## config.mk

```make
export PLATFORM = sky130hd
export DESIGN_NAME = fx_port
export DESIGN_NICKNAME = d
export VERILOG_FILES = /design/src/fx_pkg.sv /design/src/fx_port.sv /design/src/fx_nrzi.sv /design/src/fx_fifo.sv
export VERILOG_INCLUDE_DIRS = /design/src
export SDC_FILE = /design/constraint.sdc
export NUM_CORES = 1
export LEC_CHECK = 0
export BUFFER_PORTS_ARGS = -buffer_cell sky130_fd_sc_hd__buf_2
export CAP_MARGIN = 20
export CORE_ASPECT_RATIO = 1.2
export CORE_MARGIN = 5
export CORE_UTILIZATION = 47
export CTS_BUF_LIST = sky130_fd_sc_hd__clkbuf_4
export DETAILED_ROUTE_END_ITERATION = 6
export PLACE_DENSITY = 0.71
export SKIP_CTS_REPAIR_TIMING = 1
export SYNTH_ARGS = -nofsm -noshare
export SYNTH_HDL_FRONTEND = slang
export SYNTH_SLANG_ARGS = --single-unit
```

## constraint.sdc

```tcl
create_clock -name CLK_SYS -period 2.8 [get_ports CLK_SYS]
set_input_delay 0.42 -clock CLK_SYS [delete_from_list [all_inputs] [get_ports CLK_SYS]]
set_output_delay 0.42 -clock CLK_SYS [all_outputs]
set_load 0.02 [all_outputs]
```

## src/fx_cfg.svh

```systemverilog
// Offsets, field positions, reset values and counts of the fiber port.
// Assumes inclusion by the package and modules by bare name.
`ifndef FX_CFG_SVH
`define FX_CFG_SVH

// ----------------------------------------
// Register map
// ----------------------------------------
`define OFS_CTRL 12'h000
`define OFS_STATUS 12'h004
`define CTRL_FAULT_TX_EN 0
`define CTRL_TX_ON 1
`define CTRL_RESET 2'h3
`define ST_LINK 2
`define ST_ANEG 3
`define ST_RFAULT 4
`define ST_FIBER 8
`define ST_OVFL 9

// ----------------------------------------
// Line code and timing
// ----------------------------------------
`define SYM_I 5'h1f
`define SYM_J 5'h18
`define SYM_K 5'h11
`define SYM_T 5'h0d
`define SYM_R 5'h07
`define FAULT_ONES 84
`define FAULT_HITS 3
`define LINK_ONES 10
`define LOSS_BITS 32
`define BIT_DIV 1
`define FIFO_DEPTH 16
`define FIFO_WIDTH 5

`endif

```

## src/fx_pkg.sv

```systemverilog
// Types and code tables of the fiber port.
// Assumes fx_cfg.svh is reachable by bare name.
`include "fx_cfg.svh"

package fx_pkg;

    typedef enum logic [2:0] {
        TX_IDLE = 3'b000,
        TX_J = 3'b001,
        TX_K = 3'b010,
        TX_DATA = 3'b011,
        TX_T = 3'b100,
        TX_R = 3'b101
    } tx_state_e;

    typedef struct packed {
        logic err;
        logic [3:0] nib;
    } rx_word_s;

    typedef struct packed {
        logic init;
        logic fiber;
        logic [1:0] ctrl;
        logic [7:0] div;
        logic pready;
        logic pslverr;
        logic [31:0] prdata;
        tx_state_e tx_st;
        logic [4:0] tx_sym;
        logic [2:0] tx_pos;
        logic [6:0] flt_pos;
        logic tx_take;
        logic [9:0] rx_sh;
        logic in_frame;
        logic [2:0] rx_pos;
        logic [6:0] run;
        logic [5:0] quiet;
        logic link;
        logic [1:0] hits;
        logic rfault;
        logic ovfl;
        logic rx_dv;
        rx_word_s rx_out;
    } core_s;

    function automatic logic [4:0] enc4b5b(input logic [3:0] n);
        logic [4:0] t [16];
        t = '{5'h1e, 5'h09, 5'h14, 5'h15, 5'h0a, 5'h0b, 5'h0e, 5'h0f,
              5'h12, 5'h13, 5'h16, 5'h17, 5'h1a, 5'h1b, 5'h1c, 5'h1d};
        return t[n];
    endfunction

    function automatic rx_word_s dec5b4b(input logic [4:0] s);
        rx_word_s w;
        w.err = 1'b1;
        w.nib = 4'h7;
        for (int i = 0; i < 16; i++)
        begin
            if (enc4b5b(4'(i)) == s)
            begin
                w.err = 1'b0;
                w.nib = 4'(i);
            end
        end
        return w;
    endfunction

endpackage

```

## src/fx_port.sv

```systemverilog
// One 100 Mb/s fiber port: strap decode, 4B5B/NRZI transmit, receive
// decode, link detection from data and far-end fault handling, APB regs.
// Assumes all inputs synchronous to CLK_SYS and a held APB request.
//
// How it works
// RQ1: strap 00 none, 01 port 7, 10 ports 6-7, 11 all ports fiber.
// RQ2: board holds loopback strap low when fiber is selected.
// RQ3: fiber port never auto-negotiates; both ends set alike.
// RQ4: fiber transmit uses 4B5B without scrambling, output as NRZI.
// RQ5: fiber receive bits go straight to symbol decoding, no descrambler.
// RQ6: link up on a valid link word, down while none is seen.
// RQ7: link comes only from received data, never signal detect.
// RQ8: fault pattern is exactly 84 ones followed by one zero.
// RQ9: three received fault patterns set remote fault, status bit 4.
// RQ10: without valid receive link the port sends the fault pattern.
// RQ11: fault generation, detection and meaning only on fiber ports.
// RQ12: frame start sends J K in place of two nibbles; end T R.
// RQ13: between frames idle code-groups are sent continuously.
// RQ14: NRZI toggles on one, holds on zero; decode change as one.
// RQ15: detector counts ones; zero after exactly 84 ones is a hit.
//
// Chosen here: the placing of the registers and register access over APB.
`timescale 1ns/1ps
`include "fx_cfg.svh"

module fx_port
#(
    parameter int PORT_ID = 7,
    parameter int BIT_DIV = `BIT_DIV,
    parameter int LOSS_BITS = `LOSS_BITS,
    parameter int LINK_ONES = `LINK_ONES
)
(
    input wire logic CLK_SYS,
    input wire logic RESET,
    input wire logic PSEL,
    input wire logic PENABLE,
    input wire logic PWRITE,
    input wire logic [11:0] PADDR,
    input wire logic [31:0] PWDATA,
    output logic PREADY,
    output logic [31:0] PRDATA,
    output logic PSLVERR,
    input wire logic [1:0] MEDIUM_SELECT_STRAP,
    input wire logic PORT_PAIR_LOOPBACK_STRAP,
    input wire logic TX_EN,
    input wire logic [3:0] TXD,
    output logic TX_TAKE,
    output logic FX_TX_LINE,
    input wire logic FX_RX_LINE,
    output logic RX_DV,
    output logic [3:0] RXD,
    output logic RX_ERR,
    input wire logic RX_READY,
    output logic LINK_UP,
    output logic FIBER_MODE
);

    fx_pkg::core_s s;
    fx_pkg::core_s n;

    logic bit_en;
    logic tx_bit;
    logic rx_bit;
    logic fault_tx;
    logic [9:0] sh;
    logic [4:0] sym;
    logic [31:0] status;
    logic fifo_in_valid;
    logic fifo_in_ready;
    fx_pkg::rx_word_s fifo_in;
    logic fifo_out_valid;
    logic fifo_out_ready;
    fx_pkg::rx_word_s fifo_out;
    logic acc;

    // ----------------------------------------
    // Line coder and receive buffer
    // ----------------------------------------
    fx_nrzi u_nrzi
    (
        .clk(CLK_SYS),
        .rst(RESET),
        .bit_en(bit_en),
        .tx_on(s.fiber),
        .tx_bit(tx_bit),
        .rx_line(FX_RX_LINE),
        .tx_line(FX_TX_LINE),
        .rx_bit(rx_bit)
    );

    // The line cannot be stalled, so a full buffer drops and flags it
    fx_fifo #(.W(`FIFO_WIDTH), .D(`FIFO_DEPTH)) u_fifo
    (
        .clk(CLK_SYS),
        .rst(RESET),
        .in_valid(fifo_in_valid),
        .in_ready(fifo_in_ready),
        .in_data(fifo_in),
        .out_valid(fifo_out_valid),
        .out_ready(fifo_out_ready),
        .out_data(fifo_out)
    );

    // ----------------------------------------
    // Next state
    // ----------------------------------------
    always_comb
    begin
        n = s;
        n.tx_take = 1'b0;
        sh = s.rx_sh;
        sym = s.rx_sh[4:0];
        fifo_in_valid = 1'b0;
        fifo_in = '0;
        tx_bit = 1'b0;
        acc = PSEL && PENABLE;

        // Straps are caught once, in the first cycle after reset release
        if (!s.init)
        begin
            n.init = 1'b1;
            case (MEDIUM_SELECT_STRAP) // [RQ1]
                2'b01: n.fiber = (PORT_ID == 7);
                2'b10: n.fiber = (PORT_ID >= 6);
                2'b11: n.fiber = 1'b1;
                default: n.fiber = 1'b0;
            endcase
            // A loopback strap left high keeps the port on copper
            if (PORT_PAIR_LOOPBACK_STRAP)
                n.fiber = 1'b0; // [RQ2]
        end

        bit_en = (s.div == 8'(BIT_DIV - 1));
        n.div = bit_en ? 8'h00 : s.div + 8'h01;

        status = '0;
        status[`ST_LINK] = s.link;
        status[`ST_ANEG] = !s.fiber; // [RQ3]
        status[`ST_RFAULT] = s.rfault && s.fiber; // [RQ11]
        status[`ST_FIBER] = s.fiber;
        status[`ST_OVFL] = s.ovfl;

        // ----------------------------------------
        // APB slave: answer one cycle into the access phase
        // ----------------------------------------
        if (acc && !s.pready)
        begin
            n.pready = 1'b1;
            n.pslverr = 1'b0;
            case (PADDR)
                `OFS_CTRL: n.prdata = {30'h0, s.ctrl};
                `OFS_STATUS: n.prdata = status;
                default:
                begin
                    n.prdata = '0;
                    n.pslverr = 1'b1;
                end
            endcase
        end
        else if (acc && s.pready)
        begin
            n.pready = 1'b0;
            n.pslverr = 1'b0;
            if (PWRITE && PADDR == `OFS_CTRL)
                n.ctrl = PWDATA[1:0];
            // Sticky flags clear on read; a set below in this cycle wins
            if (!PWRITE && PADDR == `OFS_STATUS)
            begin
                n.rfault = 1'b0;
                n.ovfl = 1'b0;
            end
        end
        else
        begin
            n.pready = 1'b0;
            n.pslverr = 1'b0;
        end

        // ----------------------------------------
        // Transmit
        // ----------------------------------------
        fault_tx = s.fiber && !s.link && s.ctrl[`CTRL_FAULT_TX_EN]; // [RQ10] [RQ11]
        if (bit_en && s.fiber)
        begin
            if (fault_tx)
            begin
                tx_bit = (s.flt_pos != 7'(`FAULT_ONES)); // [RQ8]
                n.flt_pos = (s.flt_pos == 7'(`FAULT_ONES)) ? 7'h00 : s.flt_pos + 7'h01;
                n.tx_st = fx_pkg::TX_IDLE;
                n.tx_sym = `SYM_I;
                n.tx_pos = 3'h4;
            end
            else
            begin
                n.flt_pos = 7'h00;
                tx_bit = s.tx_sym[3'h4 - s.tx_pos]; // [RQ4]
                if (s.tx_pos != 3'h4)
                    n.tx_pos = s.tx_pos + 3'h1;
                else
                begin
                    n.tx_pos = 3'h0;
                    case (s.tx_st)
                        fx_pkg::TX_IDLE:
                        begin
                            if (TX_EN && s.ctrl[`CTRL_TX_ON])
                            begin
                                n.tx_sym = `SYM_J; // [RQ12]
                                n.tx_st = fx_pkg::TX_J;
                                n.tx_take = 1'b1;
                            end
                            else
                                n.tx_sym = `SYM_I; // [RQ13]
                        end
                        fx_pkg::TX_J:
                        begin
                            n.tx_sym = `SYM_K; // [RQ12]
                            n.tx_st = fx_pkg::TX_K;
                            n.tx_take = 1'b1;
                        end
                        fx_pkg::TX_K, fx_pkg::TX_DATA:
                        begin
                            if (TX_EN)
                            begin
                                n.tx_sym = fx_pkg::enc4b5b(TXD); // [RQ4]
                                n.tx_st = fx_pkg::TX_DATA;
                                n.tx_take = 1'b1;
                            end
                            else
                            begin
                                n.tx_sym = `SYM_T; // [RQ12]
                                n.tx_st = fx_pkg::TX_T;
                            end
                        end
                        fx_pkg::TX_T:
                        begin
                            n.tx_sym = `SYM_R; // [RQ12]
                            n.tx_st = fx_pkg::TX_R;
                        end
                        default:
                        begin
                            n.tx_sym = `SYM_I; // [RQ13]
                            n.tx_st = fx_pkg::TX_IDLE;
                        end
                    endcase
                end
            end
        end

        // ----------------------------------------
        // Receive: decoded bits enter symbol decoding directly
        // ----------------------------------------
        if (bit_en && s.fiber)
        begin
            sh = {s.rx_sh[8:0], rx_bit}; // [RQ5]
            n.rx_sh = sh;
            if (rx_bit)
            begin
                n.quiet = 6'h00;
                if (s.run != 7'(`FAULT_ONES + 1))
                    n.run = s.run + 7'h01; // [RQ15]
            end
            else
            begin
                n.run = 7'h00; // [RQ15]
                if (s.quiet != 6'(LOSS_BITS))
                    n.quiet = s.quiet + 6'h01;
                if (s.run == 7'(`FAULT_ONES)) // [RQ8] [RQ15]
                begin
                    if (s.hits == 2'(`FAULT_HITS - 1))
                        n.rfault = 1'b1; // [RQ9] [RQ11]
                    else
                        n.hits = s.hits + 2'h1;
                end
                else
                    n.hits = 2'h0;
            end

            // Idle-run and line-silence judge the link, not any pin
            if (n.run >= 7'(LINK_ONES))
                n.link = 1'b1; // [RQ6] [RQ7]
            if (n.quiet == 6'(LOSS_BITS))
            begin
                n.link = 1'b0; // [RQ6] [RQ7]
                n.in_frame = 1'b0;
            end

            if (!s.in_frame)
            begin
                if (sh == {`SYM_J, `SYM_K} && s.link)
                begin
                    n.in_frame = 1'b1;
                    n.rx_pos = 3'h0;
                end
            end
            else if (s.rx_pos != 3'h4)
                n.rx_pos = s.rx_pos + 3'h1;
            else
            begin
                n.rx_pos = 3'h0;
                sym = sh[4:0];
                // T ends the frame; the following R is ignored out of frame
                if (sym == `SYM_T || sym == `SYM_I)
                    n.in_frame = 1'b0;
                else
                begin
                    fifo_in_valid = 1'b1;
                    fifo_in = fx_pkg::dec5b4b(sym);
                    if (!fifo_in_ready)
                        n.ovfl = 1'b1;
                end
            end
        end

        // ----------------------------------------
        // Registered nibble output toward the MAC
        // ----------------------------------------
        fifo_out_ready = !s.rx_dv || RX_READY;
        if (fifo_out_valid && fifo_out_ready)
        begin
            n.rx_dv = 1'b1;
            n.rx_out = fifo_out;
        end
        else if (RX_READY)
            n.rx_dv = 1'b0;
    end

    // ----------------------------------------
    // State register
    // ----------------------------------------
    always_ff @(posedge CLK_SYS)
    begin
        if (RESET)
        begin
            s <= '0;
            s.ctrl <= `CTRL_RESET;
            s.tx_sym <= `SYM_I;
            s.tx_pos <= 3'h4;
        end
        else
            s <= n;
    end

    assign PREADY = s.pready;
    assign PRDATA = s.prdata;
    assign PSLVERR = s.pslverr;
    assign TX_TAKE = s.tx_take;
    assign RX_DV = s.rx_dv;
    assign RXD = s.rx_out.nib;
    assign RX_ERR = s.rx_out.err;
    assign LINK_UP = s.link;
    assign FIBER_MODE = s.fiber;

endmodule

```

## src/fx_nrzi.sv

```systemverilog
// Two-level NRZI line coder: one transmit bit and one receive bit per enable.
// Assumes the receive line is already retimed to the system clock.
`timescale 1ns/1ps

module fx_nrzi
(
    input wire logic clk,
    input wire logic rst,
    input wire logic bit_en,
    input wire logic tx_on,
    input wire logic tx_bit,
    input wire logic rx_line,
    output logic tx_line,
    output logic rx_bit
);

    typedef struct packed {
        logic tx;
        logic rx_prev;
    } nrzi_s;

    nrzi_s s;
    nrzi_s n;

    always_comb
    begin
        n = s;
        if (bit_en)
        begin
            n.rx_prev = rx_line;
            if (!tx_on)
                n.tx = 1'b0;
            else if (tx_bit)
                n.tx = ~s.tx; // [RQ14]
        end
    end

    always_ff @(posedge clk)
    begin
        if (rst)
            s <= '0;
        else
            s <= n;
    end

    assign tx_line = s.tx;
    assign rx_bit = rx_line ^ s.rx_prev; // [RQ14]

endmodule

```

## src/fx_fifo.sv

```systemverilog
// Flip-flop FIFO with valid/ready on both sides.
// Assumes one clock; depth is a power of two.
`timescale 1ns/1ps
`include "fx_cfg.svh"

module fx_fifo
#(
    parameter int W = `FIFO_WIDTH,
    parameter int D = `FIFO_DEPTH
)
(
    input wire logic clk,
    input wire logic rst,
    input wire logic in_valid,
    output logic in_ready,
    input wire logic [W-1:0] in_data,
    output logic out_valid,
    input wire logic out_ready,
    output logic [W-1:0] out_data
);

    localparam int AW = $clog2(D);

    typedef struct packed {
        logic [D-1:0][W-1:0] mem;
        logic [AW-1:0] wp;
        logic [AW-1:0] rp;
        logic [AW:0] cnt;
    } fifo_s;

    fifo_s s;
    fifo_s n;
    logic push;
    logic pop;

    always_comb
    begin
        n = s;
        push = in_valid && in_ready;
        pop = out_valid && out_ready;
        if (push)
        begin
            n.mem[s.wp] = in_data;
            n.wp = s.wp + 1'b1;
        end
        if (pop)
            n.rp = s.rp + 1'b1;
        if (push && !pop)
            n.cnt = s.cnt + 1'b1;
        else if (pop && !push)
            n.cnt = s.cnt - 1'b1;
    end

    always_ff @(posedge clk)
    begin
        if (rst)
            s <= '0;
        else
            s <= n;
    end

    assign in_ready = (s.cnt != (AW+1)'(D));
    assign out_valid = (s.cnt != '0);
    assign out_data = s.mem[s.rp];

endmodule

```

==> results.md, run 1 <==
- Max H-tree Level: 4
- Clk_lat worst skew: approximately 0.56 ns
- WL final: 18400 µm
- Flop pwr share: 0.522
- Max-slew headroom: 0.453
- Clk pwr share: 0.287
- Hold WC Path Type: in -> reg
- Post-DP HPWL: between 10000 and 15000 µm
- Area contributors post-synth: dfxtp_1, mux2i_1, nor2_1
- Final setup viols: 0
- CTS tree: yes
- Chip height: about 160 µm
- GPL Wtd Cong: just over 0.8
- Worst setup SP type: register
- Max Fclk: around 370 MHz
- Period utilization: 0.978
- Yosys cell types: 73
- Clock Tree Root: clkbuf_4
- Sw frac: 0.317
- Crit path DAT: between 3 and 4 ns
- Design Power: a little under 5 mW
- Die Area: around 0.022 mm²
- Tot GR Track Use: 0.172
- GRT overflow: 0
- P per Cell Area: approximately 510 mW/mm²
- Global routing's busiest layer: met2
- Sequential share of the synthesized area: 0.384
- CP cell instances: inv_1 > ha_1 > and4bb_2 > nand3_4 > nor3_4 > ha_2 > inv_2 > fa_2 > a21o_1 > a21oi_2 > xnor2_1 > or3_1 > a21oi_1
- Core ar.: around 0.019 mm²
- Max incr delay on CP: between 0.3 and 0.4 ns
- Met1 Use GR: 0.221
- Internal power: between 3 and 4 mW
- Run status: finished clean
- Antenna Nets Post-Route: 0
- Post-synth EDFFs: 0
- Clk pin slew, worst setup/hold paths: roughly 0.16 ns
- Largest net degree at the start of global routing: around 110
- Layout cells sized above 1: 0.164
- Combinational Power Share: 0.191
- Antenna violations before repair: 1
- Row cnt: between 50 and 60
- Wire per inst: 14.4 µm
- Via count: roughly 6800
- 1st-pass router iterations: 5
- Clock Tree Buf Depth: 2
- Critical Path RT: ~3.3 ns
- Least-Margin Pin Slew: approximately 0.82 ns
- Port buffer count: 47
- Buf/Inv on CP: 2
- Crit-path max FO: 6
- Top FF cell, synth: dfxtp_1
- Post-synthesis cell area: around 0.0090 mm²
- DRC Markers: 0
- Minimum clock period: about 2.7 ns
- Met3 usage: 0.0324
- Post-DR vias/cell: around 5.4
- Post-Synthesis Mean Instance Area: a little over 9 µm²
- Critical Path End Type: register
- Max Cap Viol: 0
- Pleak: about 3.3 nW
- Non-Filler Instances: 1274
- Final core utilization: 0.508
- Area fraction of the dominant cell type after synthesis: 0.384
- Die X: ~140 µm
- Vias in the first global route: 6410
- Yosys warns: 0
- Max Slew Vio Count: 0
- Met2 usage: 0.294
- CP delay by family, top: simple AND/OR/NAND/NOR gates
- Max VDD drop: about 0.25 mV
- DP Cell Count: 1238
- Layout Skew: ~0.04 ns
- Total CTS buffers: 17
- Layout area overhead: 6.79%
- Final Hold Fails: 0
- Worst Setup Path Type: reg -> reg
- Post-Syn Instances: between 900 and 1000
- Unrepaired setup endpoints after global routing: yes
- Ports: ~100
- First-pass GRT wire length: 31300 µm
- Final net count: ~1100
- Switching power: roughly 1.6 mW
- CP max stage cell: dfxtp_2
- Share of flip-flops with an asynchronous set or reset: 0
- Leading area contributor after synthesis: dfxtp_1
- #FFs+latches synth: 172
- Number of DRC markers in iteration 0: around 470
- Initial core utilization: 0.476
- Clk sinks: between 150 and 200
- TNS Setup: 0 ns
==> worst reg2reg max path, delay by kind of cell (launching register included) <==
kind	cells	cell delay (ns)
AO/OA/AOI/OAI	3	0.46
adder cells (fa/ha/maj)	3	0.74
buffers and inverters	2	0.12
AND/OR/NAND/NOR	4	0.93
XOR/XNOR	1	0.08
flip-flops	1	0.37
==> worst paths after layout <==
check             from          end  slack [ns]  cells after the start
max              s[91]  u_fifo.s[4]        0.06                     13
min          PWDATA[0]        s[99]        0.09                      3
max reg2reg      s[91]  u_fifo.s[4]        0.06                     13
min reg2reg  PRDATA[0]    PRDATA[0]        0.46                      2
==> per-layer routing <==
metal | wire (µm) | vias to the layer above | share of wire
met4 | 280 | 0 | 0.015
met3 | 583 | 20 | 0.032
met1 | 8310 | 3238 | 0.45
met2 | 9180 | 122 | 0.50
met5 | 0 | - | 0
li1 | - | 3441 | -
==> final cells by class <==
type                       count  area (µm²)
antenna                        2        5.00
clock buffer                  17         128
clock inverter                15         155
fill                        1813        9270
inverter                      27         101
multi-input combinational    713        4990
sequential                   172        3450
tap                          256         320
timing repair buffer          72         438
==> power groups by stage <==
stage	registers [mW]	clock network, mW	logic (mW)
after floorplan	2.63	0	0.740
final	2.56	1.41	0.935
after global routing	2.57	1.57	1.03
after global placement	2.61	0	0.928
after detailed placement	2.61	0	0.939
after CTS	2.56	1.45	0.944
==> sequential cells by signal, summed over array words and instances (netlist names), 4 cells and up <==
name,cells
u_fifo.s,93
RXD,4
PRDATA,7
s,59
==> cell usage in the layout (no fill, tap or decap), types with 5 or more instances in the layout <==
cell type / netlist / final
conb_1: 1 / 25
or4_1: 5 / 5
buf_4: 41 / 25
and3_1: 13 / 13
xor2_1: 15 / 15
nand4_1: 13 / 13
a31oi_1: 5 / 5
mux4_2: 21 / 21
buf_2: 11 / 46
and2_1: 5 / 5
mux2i_1: 70 / 70
clkbuf_4: 0 / 17
nor4_4: 15 / 15
nor2b_1: 7 / 7
ha_1: 24 / 23
nor3_1: 12 / 12
dfxtp_1: 172 / 169
nand2b_1: 18 / 18
nor4_1: 10 / 10
inv_1: 27 / 26
o21ai_0: 28 / 28
nand2_1: 73 / 73
nand3_1: 42 / 42
a22oi_1: 18 / 18
xnor2_1: 14 / 13
a21oi_1: 74 / 73
clkinvlp_4: 0 / 6
nor2_1: 141 / 141
==> synthesized netlist by cell type, drive strengths merged, types with 3 or more instances <==
master,number
nor2,143
buf,60
nand3,43
a21oi,75
clkbuf,36
nand4,13
nor4b,3
xor2,15
nand4b,3
or4,6
nand2,73
o21ai,30
mux4,21
ha,24
nor2b,7
a31oi,5
nor3,15
and2,5
nand2b,18
dfxtp,172
nor3b,4
nor4,26
mux2i,70
a311oi,3
inv,27
a22oi,18
nand3b,4
and3,13
xnor2,14
a21o,3
==> per-stage QoR <==
step | setup WS [ns] | hold WS (ns) | cell area (µm²)
detailed placement | 0.0709 | 0.442 | 9280
finish | 0.0607 | 0.0914 | 9590
CTS | 0.0530 | 0.0453 | 9570
floorplan | -0.0177 | 0.426 | 9110
global placement | 0.101 | 0.437 | 9280
global route | -0.158 | 0.0360 | 9590
==> cell families (layout without fill, tap and decap cells) <==
| group | count (synthesis) | after routing | share of synthesized area |
|---|---|---|---|
| buffers and inverters | 123 | 131 | 0.0739 |
| other | 1 | 27 | 0.000418 |
| AND/OR/NAND/NOR | 388 | 388 | 0.243 |
| multiplexers | 92 | 92 | 0.132 |
| flip-flops | 172 | 172 | 0.384 |
| AO/OA/AOI/OAI | 153 | 153 | 0.103 |
| adder cells (fa/ha/maj) | 26 | 26 | 0.0368 |
| XOR/XNOR | 29 | 29 | 0.0283 |
Power figures use the tool's default switching activity.
==> inputs of run 2 (changes only) <==
BUFFER_PORTS_ARGS = -buffer_cell sky130_fd_sc_hd__buf_4   (was -buffer_cell sky130_fd_sc_hd__buf_2)
==> run 2 against run 1 <==
Cell area increased by 2.1%. Register-to-register slack got worse by 0.02 ns. Setup slack got worse by 0.020 ns. Clock skew decreased by 0.012 ns. Highest routed layer unchanged. Critical path depth decreased by 2.
==> results.md, run 2 (synthesis results as in run 1) <==
- Chip height: 161 µm (unchanged)
- Layout cells sized above 1: 0.173 (+0.00818)
- Met3 usage: 0.0305 (-0.00187)
- GRT overflow: 0 (unchanged)
- Largest reg by FF count: u_fifo.s
- Met2 usage: 0.297 (+0.00315)
- Ports: 103 (unchanged)
- Clock Tree Root: clkbuf_4
- Layout Skew: 0.0271 ns (-0.0121 ns)
- Antenna violations before repair: 1 (unchanged)
- Area of the multi-input gates: 0.00502 mm² (+0.50%)
- Pleak: 3.38 nW (+2.3%)
- First-pass GRT wire length: 31300 µm (+0.20%)
- GPL Wtd Cong: 0.803 (-2.0%)
- Critical Path End Type: register
- Largest net degree at the start of global routing: 106 (-5.4%)
- Die Area: 0.0220 mm² (unchanged)
- CP cell instances: or4_4 > nor2_4 > nor3_4 > ha_2 > inv_2 > ha_1 > a21o_1 > a21oi_2 > xnor2_2 > or3_1 > a21oi_1
- Setup crit end: u_fifo.s[4]
- DP Cell Count: 1239 (+0.081%)
- WL final: 18900 µm (+3.1%)
- Most frequent cells in the layout: dfxtp_1, nor2_1, buf_4, nand2_1, a21oi_1
- Crit-path max FO: 4 (-2)
- Met1 Use GR: 0.218 (-0.00226)
- Critical path depth in cells: 11 (-2)
- Final net count: 1091 (+0.37%)
- FF/Latch Area: 0.00345 mm² (+0.11%)
- Post-DP HPWL: 12900 µm (+2.1%)
- Post-DR vias/cell: 5.43 (+1.4%)
- Period utilization: 0.985 (+0.00698)
- Final core utilization: 0.519 (+0.0105)
- 1st-pass router iterations: 5 (unchanged)
- P per Cell Area: 519 mW/mm² (+1.5%)
- Max reg flops: 93 (unchanged)
- Buf/Inv on CP: 1 (-1)
- R2r endpoint: u_fifo.s[4]
- Max incr delay on CP: 0.59 ns (+0.22 ns)
- Max Slew Vio Count: 0 (unchanged)
- Wire per inst: 14.8 µm (+2.8%)
- RR Startpoint: u_fifo.s[0]
- Crit path DAT: 3.27 ns (+0.03 ns)
- Core ar.: 0.0189 mm² (unchanged)
- Clk_lat worst skew: 0.58 ns (+0.02 ns)
- Max Cap Viol: 0 (unchanged)
- Clk sinks: 172 (unchanged)
- Clock Tree Buf Depth: 2 (unchanged)
- Layout area overhead: 9.00%
- Clk pin slew, worst setup/hold paths: 0.15 ns (about the same)
- Commonest non-fill, non-tap cell in the layout: dfxtp_1
- Max VDD drop: 0.319 mV (+27%)
- Max-slew headroom: 0.477 (+0.0241)
- Critical Path RT: 3.31 ns (about the same)
- Hold WC Path Type: in -> reg
- Vias in the first global route: 6386 (-0.37%)
- Minimum clock period: 2.76 ns (+0.0195 ns)
- Number of DRC markers in iteration 0: 361 (-23%)
- CP delay by family, top: simple AND/OR/NAND/NOR gates
- Worst reg2reg path depth: 11 (-2)
- Tot GR Track Use: 0.173 (+0.000767)
- Fillers: 1769 (-2.4%)
- Via count: 6935 (+1.7%)
- Port buffer count: 47 (unchanged)
- DRC Markers: 0 (unchanged)
- Global routing's busiest layer: met2
- Non-Filler Instances: 1277 (+0.24%)
- Worst setup SP type: register
- Initial core utilization: 0.476 (unchanged)
- Least-Margin Pin Slew: 0.782 ns (-0.0360 ns)
- Unrepaired setup endpoints after global routing: yes
- Final setup viols: 0 (unchanged)
- CP max stage cell: or4_4
- Max Fclk: 362 MHz (-0.71%)
- Total CTS buffers: 17 (unchanged)
- Die X: 136 µm (unchanged)
- Antenna Nets Post-Route: 0 (unchanged)
- Run status: finished clean
- CP Launch Point: u_fifo.s[0]
- Row cnt: 55 (unchanged)
- Max H-tree Level: 4 (unchanged)
- R2R setup slack: 0.04 ns (-0.02 ns)
- CTS tree: yes
- Worst Setup Path Type: reg -> reg
- Final Hold Fails: 0 (unchanged)
## run 2: cell types whose count changed in the layout (fill, tap and decap cells not counted), moves of 2 or more
cell / previous run / this run
buf_4: 25 / 75
buf_2: 46 / 0
clkinvlp_4: 6 / 2
inv_8: 4 / 1
bufinv_16: 1 / 3
clkinv_2: 0 / 2
inv_1: 26 / 24
inv_2: 1 / 3
inv_6: 3 / 5
## run 2: cell type report
| cell class | count | area share |
|---|---|---|
| inverter | 27 | 0.0104 |
| multi-input combinational | 713 | 0.513 |
| timing repair buffer | 76 | 0.0596 |
| clock inverter | 15 | 0.0187 |
| sequential | 172 | 0.353 |
| antenna | 1 | 0.000256 |
| tap | 256 | 0.0327 |
| clock buffer | 17 | 0.0130 |
## run 2: worst reg2reg max path: cells and delay by family (launching register included)
family,cells,cell delay (ns)
compound gates,3,0.51
xor+xnor,1,0.09
fa+ha+maj,2,0.45
buf+inv,1,0.09
flops,1,0.39
simple gates,4,1.18
## run 2: report_power, final
part / switching, mW / leakage (nW) / internal [mW]
logic: 0.574 / 1.83 / 0.398
registers: 0.0512 / 1.39 / 2.51
clock network: 0.913 / 0.163 / 0.634
## run 2: worst min path at each step
stage                     startpoint  endpoint  slack (ns)  cells past startpoint
after floorplan                s[91]     s[91]        0.43                      1
after global placement         s[91]     s[91]        0.44                      1
after detailed placement        s[8]      s[8]        0.45                      2
after CTS                  PWDATA[1]    s[100]        0.01                      3
after global routing       PWDATA[1]    s[100]        0.04                      3
final                      PWDATA[1]    s[100]        0.06                      3
## run 2: metal layers
layer  part of all wire  routed length, µm  vias up
met5                  0                  0        -
met4              0.022                411        0
met3              0.037                705       26
met2               0.50               9540      147
met1               0.44               8270     3307
li1                   -                  -     3455
## run 2: through the flow
stage	TNS, ns	total power [mW]	setup slack, ns	hold slack, ns	instance area (µm²)
after floorplan	-0.0177	3.37	-0.0177	0.426	9110
after global placement	0	3.55	0.0866	0.439	9410
after detailed placement	0	3.57	0.0733	0.445	9410
after CTS	0	5.12	0.0474	0.0136	9720
after global routing	-0.0797	5.33	-0.0797	0.0385	9790
final	0	5.08	0.0412	0.0628	9790
